$ cat src/core/cstr_pkg.sv
// package: constants and carrier types for the trigger routing crossbar
package cstr_pkg;

  // clock and timing
  localparam int CSTR_CLK_MHZ = 10;
  localparam int CSTR_RESYNC_PERIOD_MS = 100;
  localparam int CSTR_RESYNC_HALF_CYC =
    CSTR_RESYNC_PERIOD_MS * CSTR_CLK_MHZ * 1000 / 2;
  localparam int CSTR_BIT_TIME_NS = 1000;
  localparam int CSTR_BIT_CYC_RAW = CSTR_BIT_TIME_NS * CSTR_CLK_MHZ / 1000;
  localparam int CSTR_BIT_CYC = (CSTR_BIT_CYC_RAW < 1) ? 1 : CSTR_BIT_CYC_RAW;
  localparam int CSTR_NUM_LINES = 7;
  localparam int CSTR_STAR_MIN_SLOT = 3;

  // register byte offsets
  localparam logic [7:0] CSTR_OFS_ROUTE = 8'h00;
  localparam logic [7:0] CSTR_OFS_CONTROL = 8'h04;
  localparam logic [7:0] CSTR_OFS_CONFIG = 8'h08;
  localparam logic [7:0] CSTR_OFS_STATUS = 8'h0C;
  localparam logic [7:0] CSTR_OFS_GP_MAP = 8'h10;
  localparam logic [7:0] CSTR_OFS_CLK_MAP = 8'h14;

  // field positions
  localparam int CSTR_CTL_START_BIT = 0;
  localparam int CSTR_CTL_CLEAR_BIT = 1;

  // source terminal codes
  localparam logic [3:0] CSTR_SRC_LINE_MAX = 4'h6;
  localparam logic [3:0] CSTR_SRC_TB_LINE = 4'h7;
  localparam logic [3:0] CSTR_SRC_STAR = 4'h8;
  localparam logic [3:0] CSTR_SRC_BP10 = 4'h9;
  localparam logic [3:0] CSTR_SRC_LOCAL_OSC = 4'hA;
  localparam logic [3:0] CSTR_SRC_RESYNC = 4'hB;
  localparam logic [3:0] CSTR_SRC_FRAME_ACC = 4'hC;
  localparam logic [3:0] CSTR_SRC_FAULT = 4'hD;
  localparam logic [3:0] CSTR_SRC_START = 4'hE;
  localparam logic [3:0] CSTR_SRC_NONE = 4'hF;

  // destination terminal codes
  localparam logic [3:0] CSTR_DST_LINE_MAX = 4'h6;
  localparam logic [3:0] CSTR_DST_TB_LINE = 4'h7;
  localparam logic [3:0] CSTR_DST_MASTER_TB = 4'h8;
  localparam logic [3:0] CSTR_DST_RESYNC_IN = 4'h9;
  localparam logic [3:0] CSTR_DST_START_SEL = 4'hA;

  // form factors, master timebase selections, error codes
  localparam logic [1:0] CSTR_FF_PCI = 2'h0;
  localparam logic [1:0] CSTR_FF_PXI = 2'h1;
  localparam logic [1:0] CSTR_FF_PCMCIA = 2'h2;
  localparam logic [1:0] CSTR_MTB_LOCAL = 2'h0;
  localparam logic [1:0] CSTR_MTB_TB_LINE = 2'h1;
  localparam logic [1:0] CSTR_MTB_BP10 = 2'h2;
  localparam logic [1:0] CSTR_ERR_NONE = 2'h0;
  localparam logic [1:0] CSTR_ERR_PAIR = 2'h1;
  localparam logic [1:0] CSTR_ERR_HW = 2'h2;

  // register bus request
  typedef struct packed {
    logic wr;
    logic rd;
    logic [7:0] addr;
    logic [31:0] wdata;
  } cstr_bus_req_t;

  // route command word, low bits of a route write
  typedef struct packed {
    logic connect;
    logic [3:0] dst;
    logic [3:0] src;
  } cstr_cmd_t;

  // board configuration
  typedef struct packed {
    logic gen2;
    logic [1:0] form;
    logic [4:0] slot;
  } cstr_cfg_t;

  localparam cstr_cfg_t CSTR_CFG_RESET = '{gen2: 1'b1, form: CSTR_FF_PCI,
                                          slot: 5'h00};

endpackage

$ cat src/core/cstr_routing.sv
// module: trigger bus routing and synchronisation crossbar of the card
//
// The address map and the address-and-strobe port were left to the implementer.
`timescale 1ns/100ps
module cstr_routing import cstr_pkg::*; #(
  parameter int RESYNC_HALF = CSTR_RESYNC_HALF_CYC,
  parameter int BIT_CYCLES = CSTR_BIT_CYC
) (
  input wire logic ref_clk,
  input wire logic rst,
  input wire cstr_bus_req_t bus_req,
  output logic [31:0] bus_rdata,
  input wire logic [6:0] trig_line_in,
  output logic [6:0] trig_line_out,
  output logic [6:0] trig_line_oe,
  input wire logic star_trigger_input,
  input wire logic transceiver_fault_n,
  input wire logic rx_eof_last_bit,
  input wire logic rx_filter_pass,
  output logic timebase_line_oe,
  output logic [1:0] master_timebase_sel,
  output logic resync_clock_output,
  output logic timebase_realign,
  output logic frame_accepted_pulse,
  output logic sampling_start,
  output logic sampling_started,
  output logic can_controller_run
);

  // refuse settings the counters cannot hold
  if (RESYNC_HALF < 2 || RESYNC_HALF > 1048576) begin : g_chk_rs
    $error("resync half period out of range");
  end
  if (BIT_CYCLES < 1 || BIT_CYCLES > 255) begin : g_chk_bit
    $error("bit time cycles out of range");
  end

  // whole state of the block
  typedef struct packed {
    cstr_cfg_t cfg;                       // board configuration
    logic [6:0][3:0] gp_src;              // source per trigger line
    logic tb_out_en;                      // oscillator onto line 7
    logic [1:0] mtb_sel;                  // master timebase choice
    logic [3:0] rs_src;                   // resync input line
    logic [3:0] st_src;                   // start trigger source
    logic [3:0] task_cnt;                 // running tasks
    logic armed;                          // waiting for start event
    logic started;                        // start trigger has fired
    logic start_pulse;                    // one-cycle start event
    logic [1:0] err;                      // result of last route write
    logic [31:0] rdata;                   // read answer
    logic [8:0] sync1;                    // first synchroniser stage
    logic [8:0] sync2;                    // second synchroniser stage
    logic [8:0] prev;                     // delayed copy for edges
    logic [19:0] rs_cnt;                  // resync half period count
    logic rs_wave;                        // resync square wave
    logic realign;                        // realign pulse
    logic [7:0] bit_cnt;                  // frame pulse length count
    logic fa_out;                         // frame accepted output
    logic [6:0] gp_out;                   // registered line levels
    logic [6:0] gp_oe;                    // registered line enables
  } cstr_st_t;

  cstr_st_t st_ff;
  cstr_st_t nxt_st;

  // legality of a route command, zero when accepted
  function automatic logic [1:0] route_err(cstr_cmd_t c, cstr_cfg_t g);
    logic [1:0] e;
    e = CSTR_ERR_PAIR;
    if (!c.connect) begin
      // disconnect: any known destination
      if (c.dst <= CSTR_DST_START_SEL) e = CSTR_ERR_NONE;
    end else if (c.dst <= CSTR_DST_LINE_MAX) begin
      // internal events onto lines, never oscillator
      if (c.src == CSTR_SRC_RESYNC || c.src == CSTR_SRC_START ||
          c.src == CSTR_SRC_FAULT) begin
        e = CSTR_ERR_NONE;
      end else if (c.src == CSTR_SRC_FRAME_ACC) begin
        e = g.gen2 ? CSTR_ERR_NONE : CSTR_ERR_HW;
      end
    end else if (c.dst == CSTR_DST_TB_LINE) begin
      // only the oscillator export, gen2 pci/pxi
      if (c.src == CSTR_SRC_LOCAL_OSC) begin
        e = (g.gen2 && g.form != CSTR_FF_PCMCIA) ? CSTR_ERR_NONE
                                                 : CSTR_ERR_HW;
      end
    end else if (c.dst == CSTR_DST_MASTER_TB) begin
      if (c.src == CSTR_SRC_TB_LINE) begin
        e = g.gen2 ? CSTR_ERR_NONE : CSTR_ERR_HW;
      end else if (c.src == CSTR_SRC_BP10) begin
        e = (g.gen2 && g.form == CSTR_FF_PXI) ? CSTR_ERR_NONE
                                              : CSTR_ERR_HW;
      end
    end else if (c.dst == CSTR_DST_RESYNC_IN) begin
      if (c.src <= CSTR_SRC_LINE_MAX) e = CSTR_ERR_NONE;
    end else if (c.dst == CSTR_DST_START_SEL) begin
      if (c.src <= CSTR_SRC_LINE_MAX) begin
        e = CSTR_ERR_NONE;
      end else if (c.src == CSTR_SRC_STAR) begin
        // star only on gen2 pxi in slot 3 or above
        e = (g.gen2 && g.form == CSTR_FF_PXI &&
             g.slot >= 5'(CSTR_STAR_MIN_SLOT)) ? CSTR_ERR_NONE
                                               : CSTR_ERR_HW;
      end
    end
    return e;
  endfunction

  // rising edge of a selected input terminal
  function automatic logic src_rise(logic [3:0] s, logic [8:0] rise);
    logic r;
    r = 1'b0;
    if (s <= CSTR_SRC_LINE_MAX) begin
      r = rise[s[2:0]];
    end else if (s == CSTR_SRC_STAR) begin
      r = rise[7];
    end
    return r;
  endfunction

  logic [8:0] rise;                       // edges of synced inputs
  cstr_cmd_t cmd;                         // route command view
  logic [3:0] cnt_after;                  // task count after control

  // next state of the whole block
  always_comb begin
    nxt_st = st_ff;
    cmd = bus_req.wdata[8:0];
    cnt_after = st_ff.task_cnt;
    // pins pass two flops; only the second stage is looked at
    nxt_st.sync1 = {transceiver_fault_n, star_trigger_input, trig_line_in};
    nxt_st.sync2 = st_ff.sync1;
    nxt_st.prev = st_ff.sync2;
    rise = st_ff.sync2 & ~st_ff.prev;
    nxt_st.start_pulse = 1'b0;
    nxt_st.realign = 1'b0;
    nxt_st.rdata = 32'h0000_0000;

    // free running resync square wave, equal halves
    if (st_ff.rs_cnt == 20'(RESYNC_HALF - 1)) begin
      nxt_st.rs_cnt = 20'h0_0000;
      nxt_st.rs_wave = ~st_ff.rs_wave;
    end else begin
      nxt_st.rs_cnt = st_ff.rs_cnt + 20'h0_0001;
    end

    // realign on each rise of the routed resync line
    if (st_ff.rs_src != CSTR_SRC_NONE && src_rise(st_ff.rs_src, rise)) begin
      nxt_st.realign = 1'b1;
    end

    // frame accepted: one bit time from last end-of-frame bit
    if (rx_eof_last_bit && rx_filter_pass) begin
      nxt_st.bit_cnt = 8'(BIT_CYCLES);
      nxt_st.fa_out = 1'b1;
    end else if (st_ff.bit_cnt > 8'h01) begin
      nxt_st.bit_cnt = st_ff.bit_cnt - 8'h01;
    end else begin
      nxt_st.bit_cnt = 8'h00;
      nxt_st.fa_out = 1'b0;
    end

    // routed start fires once on the first rise
    if (st_ff.armed && st_ff.st_src != CSTR_SRC_NONE &&
        src_rise(st_ff.st_src, rise)) begin
      nxt_st.armed = 1'b0;
      nxt_st.started = 1'b1;
      nxt_st.start_pulse = 1'b1;
    end

    // register writes
    if (bus_req.wr) begin
      unique case (bus_req.addr)
        CSTR_OFS_ROUTE: begin
          nxt_st.err = route_err(cmd, st_ff.cfg);
          // a refused command leaves every route as it was
          if (route_err(cmd, st_ff.cfg) == CSTR_ERR_NONE) begin
            if (cmd.dst <= CSTR_DST_LINE_MAX) begin
              nxt_st.gp_src[cmd.dst[2:0]] =
                cmd.connect ? cmd.src : CSTR_SRC_NONE;
            end else if (cmd.dst == CSTR_DST_TB_LINE) begin
              nxt_st.tb_out_en = cmd.connect;
            end else if (cmd.dst == CSTR_DST_MASTER_TB) begin
              if (!cmd.connect) begin
                nxt_st.mtb_sel = CSTR_MTB_LOCAL;
              end else if (cmd.src == CSTR_SRC_BP10) begin
                nxt_st.mtb_sel = CSTR_MTB_BP10;
              end else begin
                nxt_st.mtb_sel = CSTR_MTB_TB_LINE;
              end
            end else if (cmd.dst == CSTR_DST_RESYNC_IN) begin
              nxt_st.rs_src = cmd.connect ? cmd.src : CSTR_SRC_NONE;
            end else begin
              nxt_st.st_src = cmd.connect ? cmd.src : CSTR_SRC_NONE;
            end
          end
        end
        CSTR_OFS_CONTROL: begin
          // task start then task clear; count saturates both ways
          if (bus_req.wdata[CSTR_CTL_START_BIT] && cnt_after != 4'hF) begin
            cnt_after = cnt_after + 4'h1;
          end
          if (bus_req.wdata[CSTR_CTL_CLEAR_BIT] && cnt_after != 4'h0) begin
            cnt_after = cnt_after - 4'h1;
          end
          nxt_st.task_cnt = cnt_after;
          if (st_ff.task_cnt == 4'h0 && cnt_after != 4'h0) begin
            // communication begins: unrouted start fires now
            if (st_ff.st_src == CSTR_SRC_NONE) begin
              nxt_st.started = 1'b1;
              nxt_st.start_pulse = 1'b1;
              nxt_st.armed = 1'b0;
            end else begin
              nxt_st.armed = 1'b1;
            end
          end else if (st_ff.task_cnt != 4'h0 && cnt_after == 4'h0) begin
            // last task gone: halt and drop every connection
            nxt_st.gp_src = {CSTR_NUM_LINES{CSTR_SRC_NONE}};
            nxt_st.tb_out_en = 1'b0;
            nxt_st.mtb_sel = CSTR_MTB_LOCAL;
            nxt_st.rs_src = CSTR_SRC_NONE;
            nxt_st.st_src = CSTR_SRC_NONE;
            nxt_st.armed = 1'b0;
            nxt_st.started = 1'b0;
            nxt_st.start_pulse = 1'b0;
          end
        end
        CSTR_OFS_CONFIG: begin
          nxt_st.cfg = bus_req.wdata[7:0];
        end
        default: begin
          // read-only or unmapped: write ignored
        end
      endcase
    end

    // register reads, answer stands in the next cycle only
    if (bus_req.rd) begin
      unique case (bus_req.addr)
        CSTR_OFS_CONFIG: nxt_st.rdata = {24'h00_0000, st_ff.cfg};
        CSTR_OFS_STATUS: begin
          nxt_st.rdata = {9'h000, st_ff.sync2, st_ff.err, st_ff.rs_wave,
                          st_ff.fa_out, st_ff.started, st_ff.armed,
                          st_ff.task_cnt, 4'h0};
        end
        CSTR_OFS_GP_MAP: nxt_st.rdata = {4'h0, st_ff.gp_src};
        CSTR_OFS_CLK_MAP: begin
          nxt_st.rdata = {21'h00_0000, st_ff.tb_out_en, st_ff.mtb_sel,
                          st_ff.rs_src, st_ff.st_src};
        end
        default: nxt_st.rdata = 32'h0000_0000;
      endcase
    end

    // drive routed lines from flops; line 7 never used here
    for (int i = 0; i < CSTR_NUM_LINES; i++) begin
      nxt_st.gp_oe[i] = (st_ff.gp_src[i] != CSTR_SRC_NONE);
      unique case (st_ff.gp_src[i])
        CSTR_SRC_RESYNC: nxt_st.gp_out[i] = st_ff.rs_wave;
        CSTR_SRC_FRAME_ACC: nxt_st.gp_out[i] = st_ff.fa_out;
        CSTR_SRC_FAULT: nxt_st.gp_out[i] = st_ff.sync2[8];
        CSTR_SRC_START: nxt_st.gp_out[i] = st_ff.started;
        default: nxt_st.gp_out[i] = 1'b0;
      endcase
    end
  end

  // single register bank; reset gives an unrouted idle card
  always_ff @(posedge ref_clk) begin
    if (rst) begin
      st_ff <= '0;
      st_ff.cfg <= CSTR_CFG_RESET;
      st_ff.gp_src <= {CSTR_NUM_LINES{CSTR_SRC_NONE}};
      st_ff.mtb_sel <= CSTR_MTB_LOCAL;
      st_ff.rs_src <= CSTR_SRC_NONE;
      st_ff.st_src <= CSTR_SRC_NONE;
      st_ff.sync1 <= 9'h1FF;
      st_ff.sync2 <= 9'h1FF;
      st_ff.prev <= 9'h1FF;
    end else begin
      st_ff <= nxt_st;
    end
  end

  // outputs; clock selections are shared by both ports
  assign bus_rdata = st_ff.rdata;
  assign trig_line_out = st_ff.gp_out;
  assign trig_line_oe = st_ff.gp_oe;
  assign timebase_line_oe = st_ff.tb_out_en;
  assign master_timebase_sel = st_ff.mtb_sel;
  assign resync_clock_output = st_ff.rs_wave;
  assign timebase_realign = st_ff.realign;
  assign frame_accepted_pulse = st_ff.fa_out;
  assign sampling_start = st_ff.start_pulse;
  assign sampling_started = st_ff.started;
  assign can_controller_run = (st_ff.task_cnt != 4'h0);

endmodule

$ cat config.mk
export PLATFORM = sky130hd
export DESIGN_NAME = cstr_routing
export DESIGN_NICKNAME = d
export VERILOG_FILES = /design/src/core/cstr_pkg.sv /design/src/core/cstr_routing.sv
export SDC_FILE = /design/constraint.sdc
export NUM_CORES = 1
export LEC_CHECK = 0
export ABC_AREA = 1
export CORE_AREA = 4 4 160 124
export CTS_BUF_LIST = sky130_fd_sc_hd__clkbuf_8
export CTS_CLUSTER_DIAMETER = 30
export DETAILED_ROUTE_END_ITERATION = 10
export DIE_AREA = 0 0 164 128
export DONT_BUFFER_PORTS = 1
export GPL_ROUTABILITY_DRIVEN = 0
export GPL_TIMING_DRIVEN = 0
export MAX_ROUTING_LAYER = met4
export PLACE_DENSITY_LB_ADDON = 0.2
export SLEW_MARGIN = 25
export SYNTH_ARGS = -nofsm -noshare
export SYNTH_HDL_FRONTEND = slang
export SYNTH_SLANG_ARGS = --single-unit
export TNS_END_PERCENT = 5
$ cat constraint.sdc
create_clock -name ref_clk -period 3.56 [get_ports ref_clk]
set_input_delay 0.534 -clock ref_clk [delete_from_list [all_inputs] [get_ports ref_clk]]
set_output_delay 0.534 -clock ref_clk [all_outputs]
set_load 0.02 [all_outputs]
==> results.json, run 1 <==
{
  "fin_crit_ns": 3.06,
  "via_count": 6365,
  "cts.htree.levels": 4,
  "io_pins": 110,
  "cts_hold_buf": 0,
  "ir_drop_uv": 266,
  "crit_path_start_kind": "flip-flop",
  "drc": 0,
  "root_buffer": "clkbuf_8",
  "synth-edff-count": 0,
  "fill_cells": 1931,
  "layout.nets": 1061,
  "layout_commonest_cell": "nand2_1",
  "wl_per_cell_um": 15.7,
  "clk_pin_slew_ns": 0.09,
  "dieArea_um2": 21000,
  "setup_violations": 0,
  "die_h_um": 128,
  "io_buffers": 0,
  "fmax_mhz": 326,
  "fin_crit_sh_pct": 86.1,
  "critPathKind": "reg2reg",
  "antenna_found_initial": 0,
  "maxCapViolations": 0,
  "wl_mm": 19.7,
  "cts_buffer_depth": 2,
  "dp_hpwl_mm": 14.9,
  "rsz0062_at_grt": "no",
  "first_global_vias": 5759,
  "final_cell_mix": "209 x nand2_1, 155 x dfxtp_1, 103 x inv_1",
  "ys_dominant_reg_cell": "dfxtp_1",
  "core_um2": 18200,
  "insertion_delay_ns": 0.46,
  "finClkSkew_ns": 0.0140,
  "initial_utilization_pct": 39.5,
  "cts_sinks": 155,
  "overflow": 0,
  "seq_area_frac_synth_pct": 43.2,
  "hold_class": "in2reg",
  "first_iter_violations": 560,
  "synthesis.area_um2": 7190,
  "ant_nets": 0,
  "path_max_fanout": 10,
  "antenna_cells": 0,
  "cts_resized": 0,
  "drt-pass1-iter-count": 6,
  "power.leakage_uw": 0.00357,
  "ys_ff_latch": 155,
  "holdWs_ns": 0.177,
  "grt_max_degree": 17,
  "power_density_nw_per_um2": 447,
  "yosysWarnings": 0,
  "synthToLayoutAreaGrowth_pct": 10.1,
  "setup_tns_ns": 0,
  "relSlewSlack_pct": 35.2,
  "rows": 43,
  "tightestPinTransition_ns": 0.964,
  "syn_inst": 978,
  "status": "complete, no violations",
  "cts_setup_buffers": 0,
  "ys_async_sr_fraction_pct": 0,
  "hold_viol_final": 0,
  "synth_area_per_cell_um2": 7.35,
  "synth_cell_types": 42,
  "layout-drive-gt1-share_pct": 12.6,
  "numCtsBuffers": 17,
  "cts_tree": "done",
  "report.final.slew_viol_count": 0,
  "via_per_inst": 5.06,
  "die_w_um": 164,
  "worstPathRequired_ns": 3.88,
  "worst_ep_arrival_time_ns": 3.38,
  "crit_path_end_kind": "flip-flop",
  "grt_pass1_wl_mm": 31.0,
  "track_usage_pct": 19.6
}
## path summary, 6_finish.rpt
| path | start | end | slack [ns] | cells past startpoint |
|---|---|---|---|---|
| max | st_ff[109] | st_ff[129] | 0.50 | 17 |
| min | trig_line_in[6] | nxt_st[60] | 0.18 | 1 |
| max reg2reg | st_ff[109] | st_ff[129] | 0.50 | 17 |
| min reg2reg | nxt_st[57] | nxt_st[48] | 0.41 | 1 |
## cells in the mapped netlist, types with 3 or more instances
cell type / instances / share of area, %
nand2_1: 209 / 11
ha_1: 6 / 1.0
a221oi_1: 3 / 0.37
o311ai_0: 5 / 0.61
nor4_1: 6 / 0.52
dfxtp_1: 155 / 43
o211ai_1: 4 / 0.42
buf_4: 51 / 5.3
inv_1: 103 / 5.4
o2111ai_1: 4 / 0.49
o22ai_1: 5 / 0.44
nand4_1: 37 / 3.2
nand2_2: 5 / 0.44
buf_6: 3 / 0.47
clkbuf_1: 23 / 1.2
nand3_1: 86 / 6.0
nor3_1: 19 / 1.3
nand3b_1: 4 / 0.42
a211oi_1: 3 / 0.31
a31oi_1: 11 / 0.96
a21oi_1: 71 / 4.9
nor2_1: 65 / 3.4
or2_2: 31 / 2.7
clkinv_1: 4 / 0.21
o31ai_1: 5 / 0.52
o21ai_0: 37 / 2.6
xor2_1: 6 / 0.73
## registers in the layout (all words and copies together), names as in the netlist
| name | flops |
|---|---|
| st_ff | 87 |
| bus_rdata | 28 |
| nxt_st | 18 |
| trig_line_oe | 7 |
| trig_line_out | 7 |
| master_timebase_sel | 2 |
| frame_accepted_pulse | 1 |
| resync_clock_output | 1 |
| sampling_start | 1 |
| sampling_started | 1 |
| timebase_line_oe | 1 |
| timebase_realign | 1 |
## per-layer routing
| metal | part of all wire, % | wire length, um | GRT usage (%) |
|---|---|---|---|
| met5 | 0 | 0 | - |
| met1 | 51 | 9990 | 29.1 |
| met4 | 0.82 | 161 | 4.98 |
| met3 | 9.3 | 1840 | 4.79 |
| met2 | 39 | 7720 | 26.4 |
## metrics by stage
step	total power (uW)	setup slack [ns]	util, %	cell area [um^2]	cells
after global placement	2200	0.575	41.3	7510	1228
after detailed placement	2210	0.560	41.3	7510	1228
after CTS	3570	0.521	43.5	7920	1259
final	3540	0.496	43.5	7920	1259
after floorplan	2120	1.06	-	7200	981
after global routing	3710	0.161	43.5	7920	1259
## where the power goes
part	switching, uW	internal (uW)	total (uW)
registers	47.6	1790	1840
logic	215	115	329
clock network	650	722	1370
total	913	2620	3540
## critical path: stages, from the launching register on
cell      delay, ns
dfxtp_1        0.49
inv_1          0.11
ha_1           0.29
nand3b_1       0.16
nand2_1        0.14
ha_1           0.16
inv_1          0.05
a21oi_1        0.15
nand3_1        0.13
nand2_2        0.11
o21ai_1        0.10
nor2_2         0.18
nand3_1        0.12
nand2_1        0.15
buf_4          0.22
nand3_1        0.19
nand2_1        0.11
nand3_1        0.07
## area by class of cell
type	instances	area (um^2)	share of cell area (%)
well taps	247	309	3.90
flip-flops and latches	155	3100	39.2
clock inverters	12	148	1.86
multi-input cells	640	3180	40.2
plain buffers	78	508	6.42
inverters	108	405	5.12
clock buffers	19	262	3.30
## cell families after synthesis
| group | after synthesis | synth area share, % |
|---|---|---|
| other | 1 | 0.0522 |
| adders and majority gates | 6 | 1.04 |
| and+or+nand+nor | 468 | 29.5 |
| xor gates and xnor gates | 8 | 0.975 |
| AOI/OAI and AO/OA | 154 | 12.5 |
| DFF | 155 | 43.2 |
| buffers and inverters | 186 | 12.7 |
No activity file was read; power rests on OpenSTA's default activity.
==> run 2, diff against run 1 <==
==> constraint.sdc (replaced) <==
create_clock -name ref_clk -period 3.56 [get_ports ref_clk]
set_input_delay 0 -clock ref_clk [delete_from_list [all_inputs] [get_ports ref_clk]]
set_output_delay 0 -clock ref_clk [all_outputs]
set_load 0.02 [all_outputs]
==> results.json, run 2 (synthesized netlist as in run 1, its figures left out) <==
{
  "critPathLaunch": "st_ff[109]",
  "layout-drive-gt1-share_pct": 12.3,
  "dieArea_um2": 21000,
  "setup_tns_ns": 0,
  "grt_pass1_wl_mm": 31.6,
  "relSlewSlack_pct": 44.4,
  "die_w_um": 164,
  "cts_buffer_depth": 2,
  "r2r-start": "st_ff[109]",
  "first_global_vias": 5908,
  "cts_tree": "done",
  "drc": 0,
  "fmax_mhz": 326,
  "maxCapViolations": 0,
  "report.final.slew_viol_count": 0,
  "io_buffers": 0,
  "grt_max_degree": 17,
  "overflow": 0,
  "drt-pass1-iter-count": 5,
  "insertion_delay_ns": 0.45,
  "cp_cell_sequence": "inv_1 > ha_1 > nand3b_1 > nand2_1 > ha_1 > inv_1 > a21oi_1 > nand3_1 > nand2_2 > o21ai_1 > nor2_2 > nand3_1 > nand2_1 > buf_4 > nand3_1 > nand2_1 > nand3_1",
  "crit_path_end_kind": "flip-flop",
  "track_usage_pct": 19.9,
  "final_cell_mix": "209 x nand2_1, 155 x dfxtp_1, 103 x inv_1",
  "cts_sinks": 155,
  "fin_crit_sh_pct": 86.1,
  "numCtsBuffers": 17,
  "fin_crit_ns": 3.07,
  "io_pins": 110,
  "layout.nets": 1091,
  "via_count": 6554,
  "path_max_fanout": 10,
  "root_buffer": "clkbuf_8",
  "status": "complete, no violations",
  "die_h_um": 128,
  "fin_ws_ns": 0.494,
  "largest_reg_flops": 87,
  "antenna_found_initial": 0,
  "layout_commonest_cell": "nand2_1",
  "ant_nets": 0,
  "setup_violations": 0,
  "cts_resized": 0,
  "hold_viol_final": 0,
  "hold_start": "bus_req[7]",
  "core_um2": 18200,
  "wl_per_cell_um": 15.6,
  "antenna_cells": 0,
  "synthToLayoutAreaGrowth_pct": 14.3,
  "crit_path_start_kind": "flip-flop",
  "worstPathRequired_ns": 3.88,
  "via_per_inst": 5.08,
  "dpl_worst_slack_ns": 0.560,
  "worst_ep_arrival_time_ns": 3.38,
  "power_density_nw_per_um2": 434,
  "slowest_delay_ns": 0.49,
  "rsz0062_at_grt": "no",
  "finClkSkew_ns": 0.0117,
  "tightestPinTransition_ns": 0.833,
  "critPathKind": "reg2reg",
  "cp_slowest_cell": "dfxtp_1",
  "critPathMostFrequentCell": "nand3_1",
  "wl_mm": 20.1,
  "power.leakage_uw": 0.00370,
  "ir_drop_uv": 273,
  "rows": 43,
  "dp_hpwl_mm": 14.9,
  "regMostFlops": "st_ff",
  "cts.htree.levels": 4,
  "hold_class": "in2reg",
  "first_iter_violations": 550,
  "clk_pin_slew_ns": 0.09,
  "initial_utilization_pct": 39.5
}
[run 2: what timing repair did]
item,CTS,global route
hold endpoints to repair,70,0
setup buffers,0,0
hold buffers,30,0
[run 2: path summary, 6_finish.rpt]
kind	end	slack (ns)	cells past startpoint
max	st_ff[129]	0.49	17
min	st_ff[118]	0.03	4
max reg2reg	st_ff[129]	0.49	17
min reg2reg	nxt_st[48]	0.41	1
[run 2: critical path: cells and delay by family, from the launching register on]
family                   cells  cell delay (ns)
AO/OA/AOI/OAI                2             0.25
AND/OR/NAND/NOR             10             1.36
adder cells (fa/ha/maj)      2             0.45
buffers and inverters        3             0.38
flip-flops                   1             0.49
[run 2: final cells by class]
class,count,area (um^2)
Buffer,78,508
Clock buffer,19,262
Clock inverter,12,148
Fill cell,1901,9970
Inverter,108,405
Multi-Input combinational cell,640,3180
Sequential cell,155,3100
Tap cell,247,309
Timing Repair Buffer,30,300
[run 2: report_power, final]
group	internal, uW	total [uW]	switching, uW
sequential	1790	1840	47.8
combinational	133	357	224
clock	722	1370	649
total	2640	3560	921
[run 2: per-layer routing]
metal  routed length (um)  vias to the layer above  track usage (%)
li1                     -                     3311                -
met1                10100                     2986             29.6
met5                    0                        -                -
met3                 1780                       22             4.56
met4                  218                        0             5.08
met2                 7980                      235             27.1
[run 2: per-stage QoR]
step / total power, uW / util, % / instances / instance area [um^2] / hold slack (ns)
CTS: 3590 / 45.2 / 1289 / 8220 / 0.000107
global placement: 2200 / 41.3 / 1228 / 7510 / 0.104
detailed placement: 2210 / 41.3 / 1228 / 7510 / 0.106
finish: 3560 / 45.2 / 1289 / 8220 / 0.0261
global route: 3740 / 45.2 / 1289 / 8220 / 0.0446
floorplan: 2120 / - / 981 / 7200 / 0.104
==> run 3, diff against run 2 <==
Settings changed: CORE_AREA 4 4 160 124 to 4 4 140 142, DIE_AREA 0 0 164 128 to 0 0 144 146.
==> results.json, run 3 (synthesized netlist as in run 1, its figures left out) <==
{
  "cts_setup_buffers": 0,
  "grt_max_degree": 17,
  "seq_power_share_pct": 51.6,
  "ant_nets": 0,
  "totalPowerFinal_uw": 3560,
  "r2r-start": "st_ff[109]",
  "overflow": 0,
  "switching_share_pct": 26.4,
  "drc": 0,
  "slowest_delay_ns": 0.50,
  "final_cell_mix": "209 x nand2_1, 155 x dfxtp_1, 105 x inv_1",
  "crit_path_end": "st_ff[125]",
  "first_iter_violations": 505,
  "track_usage_pct": 19.6,
  "p_comb_share_pct": 10.2,
  "drt-pass1-iter-count": 5,
  "core_um2": 18500,
  "hold_start": "bus_req[34]",
  "hold_class": "in2reg",
  "hold_depth": 4,
  "layout-drive-gt1-share_pct": 12.0,
  "wl_per_cell_um": 15.5,
  "dieArea_um2": 21000,
  "grt_pass1_wl_mm": 31.3,
  "cts_resized": 0,
  "cts_sinks": 155,
  "insertion_delay_ns": 0.46,
  "tightestPinTransition_ns": 0.879,
  "finClkSkew_ns": 0.0159,
  "regMostFlops": "st_ff",
  "critPathLaunch": "st_ff[109]",
  "antenna_found_initial": 1,
  "setup_tns_ns": 0,
  "hold_viol_final": 0,
  "power.leakage_uw": 0.00370,
  "utilization_pct": 44.4,
  "worst_ep_arrival_time_ns": 3.44,
  "crit_path_start_kind": "flip-flop",
  "cts_buffer_depth": 2,
  "dp_hpwl_mm": 14.6,
  "worstPathRequired_ns": 3.88,
  "synthToLayoutAreaGrowth_pct": 14.1,
  "via_count": 6493,
  "fin_crit_ns": 3.12,
  "seq_area_um2": 3100,
  "crit_path_end_kind": "flip-flop",
  "multi_input_area_um2": 3180,
  "critPathKind": "reg2reg",
  "r2r-end": "st_ff[125]",
  "via_per_inst": 5.09,
  "path_max_fanout": 10,
  "wl_mm": 19.7,
  "root_buffer": "clkbuf_8",
  "layout_commonest_cell": "nand2_1",
  "clk_pin_slew_ns": 0.09,
  "status": "complete, no violations",
  "rows": 50,
  "reg2reg_depth": 16,
  "layout.nets": 1092,
  "antenna_cells": 0,
  "fmax_mhz": 321,
  "relSlewSlack_pct": 41.3,
  "critPathMostFrequentCell": "nand3_1",
  "initial_utilization_pct": 38.9,
  "setup_violations": 0,
  "ir_drop_uv": 234,
  "rrSetupSlack_ns": 0.44,
  "cp_slowest_cell": "dfxtp_1",
  "largest_reg_flops": 87,
  "first_global_vias": 6024,
  "io_buffers": 0,
  "holdWs_ns": 0.0331,
  "numCtsBuffers": 17,
  "maxCapViolations": 0,
  "power_switching_uw": 941,
  "rsz0062_at_grt": "no",
  "die_w_um": 144,
  "die_h_um": 146,
  "cts_tree": "done",
  "cp_cell_sequence": "inv_1 > ha_1 > nand3b_1 > nand2_1 > ha_1 > inv_1 > a21oi_1 > nand3_1 > nand2_2 > o21ai_1 > nor2_2 > nand2_2 > a21oi_4 > nand3_1 > nand2_1 > nand3_1",
  "report.final.slew_viol_count": 0,
  "cts_hold_buf": 31,
  "fin_crit_sh_pct": 87.6,
  "fill_cells": 1961,
  "pwr-share-clk_pct": 38.3,
  "cts.htree.levels": 4,
  "power_density_nw_per_um2": 434,
  "p_int_uw": 2620,
  "io_pins": 110
}
==> run 3: cell types whose count changed in the layout (fill, tap and decap cells not counted), sizes merged <==
cell,previous run,this run
clkinv,11,7
clkinvlp,2,3
clkbuf,42,41
dlygate4sd3,30,31
inv,104,107
==> run 3: cell type report <==
class	instances	share of cell area (%)
multi-input combinational	640	38.8
sequential	155	37.8
buffer	78	6.19
inverter	108	4.94
timing repair buffer	31	3.78
tap	234	3.57
clock buffer	18	3.02
clock inverter	12	1.85
==> run 3: metrics by stage <==
step	cell area, um^2	std cells	setup slack, ns
3_3_place_gp	7490	1215	0.516
6_report	8200	1276	0.443
3_5_place_dp	7490	1215	0.464
4_1_cts	8200	1276	0.449
2_1_floorplan	7200	981	1.06
5_1_grt	8200	1276	0.135
==> run 3: power groups by stage <==
stage	Clock, uW	Combinational (uW)	Sequential, uW
after global placement	0	327	1880
after floorplan	0	257	1860
after CTS	1390	359	1840
after detailed placement	0	329	1880
after global routing	1460	413	1850
final	1360	363	1840
==> run 3: worst min-delay path by stage <==
stage | to | slack [ns]
after CTS | st_ff[104] | 0.002
after global placement | nxt_st[57] | 0.10
after detailed placement | nxt_st[60] | 0.11
after floorplan | nxt_st[54] | 0.10
final | st_ff[104] | 0.03
after global routing | st_ff[104] | 0.04
==> run 3: metal layers <==
metal,up-vias,global-route usage (%),routed length (um)
met5,-,-,0
met2,218,28.8,8960
met1,2933,25.6,8650
met3,44,4.96,1540
li1,3298,-,-
met4,0,7.82,598
==> run 3: critical path, delay by kind of cell (launching register included) <==
kind | cells | cell delay (ns)
AO/OA/AOI/OAI | 3 | 0.59
adder cells (fa/ha/maj) | 2 | 0.46
buffers and inverters | 2 | 0.15
flip-flops | 1 | 0.50
AND/OR/NAND/NOR | 9 | 1.28
